### src/common/trf_pkg.sv
`default_nettype none
package trf_pkg;
	// measured reading: signed, 1/16 degree steps
	localparam int RAW_W = 16;
	localparam int FRAC_W = 4;
	localparam int RES_W = 12;
	localparam int BYTE_W = 8;
	localparam int CFG_RANGE_BIT = 2;
	localparam logic [7:0] STD_MAX_CODE = 8'h7f;
	localparam logic [7:0] STD_MIN_CODE = 8'h00;
	localparam logic [7:0] EXT_OFFSET = 8'h40;
	localparam logic [7:0] EXT_MAX_CODE = 8'hff;
	localparam logic [3:0] LOW_PAD = 4'h0;
	localparam logic [15:0] RESULT_RST = 16'h0000;

	typedef struct packed {
		logic [7:0] whole;
		logic [7:0] frac;
	} trf_result_type;

	typedef struct packed {
		logic remote;
		logic signed [RAW_W-1:0] reading;
	} trf_sample_type;
endpackage
`default_nettype wire

### src/rtl/trf_code_calc.sv
`timescale 1ns/1ps
`default_nettype none
module trf_code_calc
	import trf_pkg::*;
(
	// reading in, range select
	input wire logic signed [RAW_W-1:0] reading,
	input wire logic wide,
	// formatted two-byte code
	output trf_result_type code
);
	logic signed [RAW_W-1:0] whole_deg;
	logic signed [RAW_W-1:0] shifted;

	// arithmetic shift floors toward minus infinity, so fraction stays positive
	always_comb begin
		whole_deg = reading >>> FRAC_W;
		shifted = wide ? (whole_deg + RAW_W'(signed'({8'h00, EXT_OFFSET}))) : whole_deg;
		code.frac = {reading[FRAC_W-1:0], LOW_PAD};
		if (shifted < 0) begin
			code.whole = STD_MIN_CODE;
			code.frac = '0;
		end else if (!wide && shifted > RAW_W'(STD_MAX_CODE)) begin
			code.whole = STD_MAX_CODE;
			code.frac = '0;
		end else if (wide && shifted > RAW_W'(EXT_MAX_CODE)) begin
			code.whole = EXT_MAX_CODE;
			code.frac = '0;
		end else begin
			code.whole = shifted[BYTE_W-1:0];
		end
	end
endmodule
`default_nettype wire

### src/rtl/trf_formatter.sv
`timescale 1ns/1ps
`default_nettype none
module trf_formatter
	import trf_pkg::*;
(
	// clock and reset
	input wire logic core_clk,
	input wire logic nrst,
	// configuration
	input wire logic [7:0] config_reg,
	// conversion engine
	input wire logic conv_start,
	input wire logic sample_valid,
	input wire trf_sample_type sample,
	// result storage
	output trf_result_type local_result,
	output trf_result_type remote_result,
	output logic result_wr,
	output logic wide_active
);
	trf_result_type code;
	logic wide_q;
	trf_result_type local_q, remote_q;
	logic wr_q;

	trf_code_calc trf_code_calc_inst (
		.reading(sample.reading),
		.wide(wide_q),
		.code(code)
	);

	// range latched at conversion start so stored data never mixes formats
	always_ff @(posedge core_clk or negedge nrst) begin
		if (!nrst) begin
			wide_q <= 1'b0;
		end else if (conv_start) begin
			wide_q <= config_reg[CFG_RANGE_BIT];
		end
	end

	// result store per channel
	always_ff @(posedge core_clk or negedge nrst) begin
		if (!nrst) begin
			local_q <= RESULT_RST;
			remote_q <= RESULT_RST;
			wr_q <= 1'b0;
		end else begin
			wr_q <= sample_valid;
			if (sample_valid && sample.remote) begin
				remote_q <= code;
			end
			if (sample_valid && !sample.remote) begin
				local_q <= code;
			end
		end
	end

	assign local_result = local_q;
	assign remote_result = remote_q;
	assign result_wr = wr_q;
	assign wide_active = wide_q;

	// range only moves on a conversion start
	chk_range_hold: assert property (@(posedge core_clk) disable iff (!nrst)
		!$past(conv_start) |-> wide_q == $past(wide_q))
		else $error("range changed outside conversion start");

	// conversion start takes the configuration bit
	chk_range_take: assert property (@(posedge core_clk) disable iff (!nrst)
		conv_start
		|=> wide_q == $past(config_reg[CFG_RANGE_BIT]))
		else $error("range bit not taken at conversion start");

	// low nibble of the fraction byte never carries data
	chk_low_pad: assert property (@(posedge core_clk) disable iff (!nrst)
		local_q.frac[3:0] == 4'h0 && remote_q.frac[3:0] == 4'h0)
		else $error("low byte padding not zero");

	// standard range ceiling, local channel
	chk_std_max: assert property (@(posedge core_clk) disable iff (!nrst)
		sample_valid && !sample.remote && !wide_q |=> local_q.whole <= STD_MAX_CODE)
		else $error("standard code above 127");

	// standard range ceiling, remote channel
	chk_std_max_rem: assert property (@(posedge core_clk) disable iff (!nrst)
		sample_valid && sample.remote && !wide_q
		|=> remote_q.whole <= STD_MAX_CODE)
		else $error("remote standard code above 127");

	// saturation drops the fraction too, so the code reads exactly 127
	chk_std_sat_loc: assert property (@(posedge core_clk) disable iff (!nrst)
		sample_valid && !sample.remote && !wide_q && sample.reading > 16'sd2047
		|=> local_q == {STD_MAX_CODE, 8'h00})
		else $error("local standard saturation wrong");

	// same saturation on the remote channel
	chk_std_sat_rem: assert property (@(posedge core_clk) disable iff (!nrst)
		sample_valid && sample.remote && !wide_q && sample.reading > 16'sd2047
		|=> remote_q == {STD_MAX_CODE, 8'h00})
		else $error("remote standard saturation wrong");

	// below zero reads as zero in the standard range
	chk_std_neg: assert property (@(posedge core_clk) disable iff (!nrst)
		sample_valid && !sample.remote && !wide_q && sample.reading < 0
		|=> local_q.whole == 8'h00)
		else $error("negative not zero");

	// remote negative clears the whole result, fraction included
	chk_std_neg_rem: assert property (@(posedge core_clk) disable iff (!nrst)
		sample_valid && sample.remote && !wide_q && sample.reading < 0
		|=> remote_q == 16'h0000)
		else $error("remote negative not zero");

	// in-range standard code is the plain whole degree
	chk_std_code_loc: assert property (@(posedge core_clk) disable iff (!nrst)
		sample_valid && !sample.remote && !wide_q && sample.reading >= 0
		&& sample.reading <= 16'sd2047
		|=> local_q.whole == $past(sample.reading[11:4]))
		else $error("local standard code wrong");

	// same on the remote channel
	chk_std_code_rem: assert property (@(posedge core_clk) disable iff (!nrst)
		sample_valid && sample.remote && !wide_q && sample.reading >= 0
		&& sample.reading <= 16'sd2047
		|=> remote_q.whole == $past(sample.reading[11:4]))
		else $error("remote standard code wrong");

	// zero degrees lands on the offset itself
	chk_ext_zero: assert property (@(posedge core_clk) disable iff (!nrst)
		sample_valid && sample.remote && wide_q && sample.reading[15:4] == 12'h000
		|=> remote_q.whole == EXT_OFFSET)
		else $error("extended offset wrong");

	// zero degrees on the local channel
	chk_ext_zero_loc: assert property (@(posedge core_clk) disable iff (!nrst)
		sample_valid && !sample.remote && wide_q && sample.reading[15:4] == 12'h000
		|=> local_q.whole == EXT_OFFSET)
		else $error("local extended offset wrong");

	// 8-bit sum wraps on purpose: minus 64 maps to zero, 191 to all ones
	chk_ext_code_loc: assert property (@(posedge core_clk) disable iff (!nrst)
		sample_valid && !sample.remote && wide_q && sample.reading >= -16'sd1024
		&& sample.reading <= 16'sd3071
		|=> local_q.whole == $past(sample.reading[11:4]) + EXT_OFFSET)
		else $error("local extended code wrong");

	// same on the remote channel
	chk_ext_code_rem: assert property (@(posedge core_clk) disable iff (!nrst)
		sample_valid && sample.remote && wide_q && sample.reading >= -16'sd1024
		&& sample.reading <= 16'sd3071
		|=> remote_q.whole == $past(sample.reading[11:4]) + EXT_OFFSET)
		else $error("remote extended code wrong");

	// below minus 64 clears the remote result
	chk_ext_low: assert property (@(posedge core_clk) disable iff (!nrst)
		sample_valid && sample.remote && wide_q && sample.reading < -16'sd1024
		|=> remote_q == 16'h0000)
		else $error("extended low clamp wrong");

	// below minus 64 clears the local result
	chk_ext_low_loc: assert property (@(posedge core_clk) disable iff (!nrst)
		sample_valid && !sample.remote && wide_q && sample.reading < -16'sd1024
		|=> local_q == 16'h0000)
		else $error("local extended low clamp wrong");

	// above 191 saturates remote to all ones
	chk_ext_high: assert property (@(posedge core_clk) disable iff (!nrst)
		sample_valid && sample.remote && wide_q && sample.reading > 16'sd3071
		|=> remote_q.whole == 8'hff)
		else $error("extended high clamp wrong");

	// above 191 saturates local, fraction dropped
	chk_ext_high_loc: assert property (@(posedge core_clk) disable iff (!nrst)
		sample_valid && !sample.remote && wide_q && sample.reading > 16'sd3071
		|=> local_q == {EXT_MAX_CODE, 8'h00})
		else $error("local extended high clamp wrong");

	// standard fraction kept on the local channel
	chk_frac_keep: assert property (@(posedge core_clk) disable iff (!nrst)
		sample_valid && !sample.remote && !wide_q && sample.reading >= 0
		&& sample.reading < 16'sd2048
		|=> local_q.frac[7:4] == $past(sample.reading[3:0]))
		else $error("fraction lost");

	// standard fraction kept on the remote channel
	chk_frac_rem: assert property (@(posedge core_clk) disable iff (!nrst)
		sample_valid && sample.remote && !wide_q && sample.reading >= 0
		&& sample.reading < 16'sd2048
		|=> remote_q.frac[7:4] == $past(sample.reading[3:0]))
		else $error("remote fraction lost");

	// extended fraction keeps floor semantics, negatives included
	chk_frac_ext: assert property (@(posedge core_clk) disable iff (!nrst)
		sample_valid && sample.remote && wide_q && sample.reading >= -16'sd1024
		&& sample.reading <= 16'sd3071
		|=> remote_q.frac[7:4] == $past(sample.reading[3:0]))
		else $error("extended fraction lost");

	// local extended fraction
	chk_frac_ext_loc: assert property (@(posedge core_clk) disable iff (!nrst)
		sample_valid && !sample.remote && wide_q && sample.reading >= -16'sd1024
		&& sample.reading <= 16'sd3071
		|=> local_q.frac[7:4] == $past(sample.reading[3:0]))
		else $error("local extended fraction lost");

	// a channel result stands until its own next sample
	chk_local_hold: assert property (@(posedge core_clk) disable iff (!nrst)
		!(sample_valid && !sample.remote)
		|=> $stable(local_q))
		else $error("local result changed without sample");

	// remote result stands likewise
	chk_remote_hold: assert property (@(posedge core_clk) disable iff (!nrst)
		!(sample_valid && sample.remote)
		|=> $stable(remote_q))
		else $error("remote result changed without sample");

	// store strobe follows every sample
	chk_write_pulse: assert property (@(posedge core_clk) disable iff (!nrst)
		sample_valid |=> result_wr)
		else $error("write strobe missing");

	// no strobe without a sample, so the host never fetches twice
	chk_write_idle: assert property (@(posedge core_clk) disable iff (!nrst)
		!sample_valid
		|=> !result_wr)
		else $error("spurious write strobe");
endmodule
`default_nettype wire

### config.mk
export PLATFORM = sky130hd
export DESIGN_NAME = trf_formatter
export DESIGN_NICKNAME = d
export VERILOG_FILES = /design/src/common/trf_pkg.sv /design/src/rtl/trf_code_calc.sv /design/src/rtl/trf_formatter.sv
export SDC_FILE = /design/constraint.sdc
export NUM_CORES = 1
export LEC_CHECK = 0
export BUFFER_PORTS_ARGS = -buffer_cell sky130_fd_sc_hd__buf_2
export CORE_AREA = 3 3 57 59
export CTS_BUF_LIST = sky130_fd_sc_hd__clkbuf_8
export DETAILED_ROUTE_END_ITERATION = 6
export DIE_AREA = 0 0 60 62
export PLACE_DENSITY = 0.89
export REMOVE_ABC_BUFFERS = 1
export SETUP_SLACK_MARGIN = 0.5
export SYNTH_ARGS = -nofsm -noshare
export SYNTH_HDL_FRONTEND = slang
export SYNTH_SLANG_ARGS = --single-unit
### constraint.sdc
create_clock -name core_clk -period 1.7 [get_ports core_clk]
set_input_delay 0.17 -clock core_clk [delete_from_list [all_inputs] [get_ports core_clk]]
set_output_delay 0.17 -clock core_clk [all_outputs]
set_load 0.1 [all_outputs]
==> summary.md <==
| Metric | Value |
|---|---|
| Max Freq | 729 MHz |
| Netlist cell types | 30 |
| Status | complete, no violations |
| Clock transition at path regs | 0.08 ns |
| Final worst path period share | 0.807 |
| IR drop worst, VDD | 0.941 mV |
| Clk_lat worst skew | 0.26 ns |
| ANT cells | 0 |
| Cell chosen for the clock root | clkbuf_8 |
| CTS Buf Count | 3 |
| Sequential power share | 0.371 |
| Avg Cell Area, Syn | 11.4 sq um |
| Area grow syn2layout | 36.4% |
| CP Launch Type | register |
| Worst r2r src | wide_active |
| Num ports | 63 |
| CP Class | register to register |
| RSZ-0062 raised after global routing | yes |
| Post-Syn Area | 1280 sq um |
| Sequential fraction of the synthesis area | 0.510 |
| Vias per cell | 5.78 |
| First-pass GRT wire length | 5120 microns |
| Clock sink count | 26 |
| Initial antenna violation count | 0 |
| CTS tree | yes |
| Die width | 60 microns |
| Tightest Pin Transition | 0.558 ns |
| Cell count after synthesis | 112 |
| Total wire length | 3190 microns |
| Routed via count | 1144 |
| Fin crit period | 1.37 ns |
| Share of the synthesized area in the top cell type | 0.510 |
| YS warnings | 0 |
| Int Pwr | 1050 uW |
| Async set-or-reset flop fraction in the synthesized netlist | 1.00 |
| Synth area leader | dfrtp_1 |
| Placement Setup Slack | 0.0757 ns |
| Critical Path End Type | register |
| Clock power frac | 0.202 |
| Initial core utilization | 0.463 |
| CTS H-tree depth | 1 |
| DP Wirelength | 2400 microns |
| Final count of pins violating max slew | 0 |
| PortBufs | 47 |
| Final setup viols | 0 |
| Vias in the first global route | 1082 |
| Drt wl/cell | 16.1 microns |
| Iter 0 DRT Violations | 33 |
| GRT Total Usage | 0.186 |
| Layout net count | 198 |
| Worst Hold Launch | sample_valid |
| Data arrival time of the worst path | 1.57 ns |
| Layout cells sized above 1 | 0.461 |
| Worst Skew | 0.00204 ns |
| Gate power share | 0.427 |
| Main synth FF type | dfrtp_1 |
| Largest cells by area after synthesis | dfrtp_1, o221a_1, nand2_1, buf_4, o31ai_1 |
| Floorplan core area | 2760 sq um |
| Final instance area | 1740 sq um |
| Hold slack | 0.0742 ns |
| GP Congestion | 0.768 |
| CP startpoint | wide_active |
| Relative slew slack | 0.628 |
| Sw frac | 0.453 |
| Synth cell count leaders | dfrtp_1, nand2_1, o221a_1 |
| Hold Path Class | input port to register |
| Post-route ant nets | 0 |
| Required time worst endpoint | 1.90 ns |
| Static Leak | 0.000784 uW |
| Total Power | 1930 uW |
| Largest net degree at the start of global routing | 27 |
| Fin. Hold Viols | 0 |
| DRC | 0 |
| Placed Area | 1540 sq um |
| Count leader, synth | dfrtp_1 |
| Switching power | 872 uW |
| TritonRoute pass-1 iters | 4 |
| Cell row count | 19 |
| Clock Path Buffers | 2 |
| Max Fanout on Critical Path | 6 |
| GR Overflow Total | 0 |
| Synth Register Bits | 26 |
| P per Cell Area | 1110 nW/um^2 |
| Chip height | 62 microns |
| DIE AREA | 3720 sq um |
| Count of flip-flops with a built-in enable after synthesis | 0 |
| Max_cap viols | 0 |
| Worst Slack Setup Final | 0.327 ns |
## logic make-up after synthesis
group,after synthesis,share of synthesized area
fa+ha+maj,1,0.00980
other cells,1,0.00294
compound gates,36,0.255
flops,26,0.510
simple gates,33,0.141
buf+inv,13,0.0637
mux,2,0.0176
## final cells by class
type                    count  area, sq um
clock buffers               4         55.1
fillers                   218         1020
inverters                   1         3.75
multi-input cells          80          608
flip-flops and latches     26          652
well taps                  31         38.8
repair buffers             56          383
## state kept, by name, indices dropped and copies added, names as in the netlist
signal	flops
local_result	12
remote_result	12
result_wr	1
wide_active	1
## worst paths after layout
kind / to / slack [ns] / cells after the start
max in group asynchronous: wide_active / 0.88 / 2
hold reg to reg: local_result[5] / 0.49 / 2
setup reg to reg: remote_result[11] / 0.33 / 4
setup / recovery: remote_result[11] / 0.33 / 4
hold / removal: result_wr / 0.07 / 1
min in group asynchronous: remote_result[6] / 0.42 / 2
## critical path: stages, from the launching register on
cell and delay, ns:
dfrtp_2 0.45, a21bo_1 0.20, and4_4 0.18, o211ai_4 0.23, o221a_1 0.24
## routing by layer
| layer | global-route usage | vias up | routed length [microns] |
|---|---|---|---|
| met5 | 0 | - | 0 |
| met4 | 0.0918 | 0 | 34 |
| met3 | 0.0207 | 4 | 199 |
| met2 | 0.319 | 47 | 1710 |
| met1 | 0.232 | 563 | 1250 |
| li1 | - | 530 | - |
## power by group through the flow
stage                     Clock (uW)  Combinational [uW]  Sequential [uW]
after floorplan                    0                 187             1150
after global placement             0                 763              719
after detailed placement           0                 775              724
after CTS                        407                 816              715
after global routing             426                 854              721
final                            389                 823              715
## what timing repair did
| action | 4_1_cts | 5_1_grt |
|---|---|---|
| pin swaps | 22 | 7 |
| hold endpoints to repair | 26 | 0 |
| buffers inserted | 1 | 1 |
| hold buffers | 1 | 0 |
| resized for setup | 28 | 9 |
| setup endpoints to repair | 49 | 26 |
## placed cells by master (no fill, tap or decap), types with 3 or more instances in the layout
cell      count
buf_4        31
dfrtp_1      25
buf_2        21
nand2_1      18
o221a_1      12
conb_1        8
o31ai_1       6
clkbuf_8      4
a21oi_2       3
## per-stage QoR
stage                     cells  TNS [ns]  utilization
after CTS                   197         0        0.613
after global placement      191         0        0.560
after detailed placement    191         0        0.560
after global routing        198         0        0.631
final                       198         0        0.631
after floorplan             107     -7.10            -
Power figures use the tool's default switching activity.
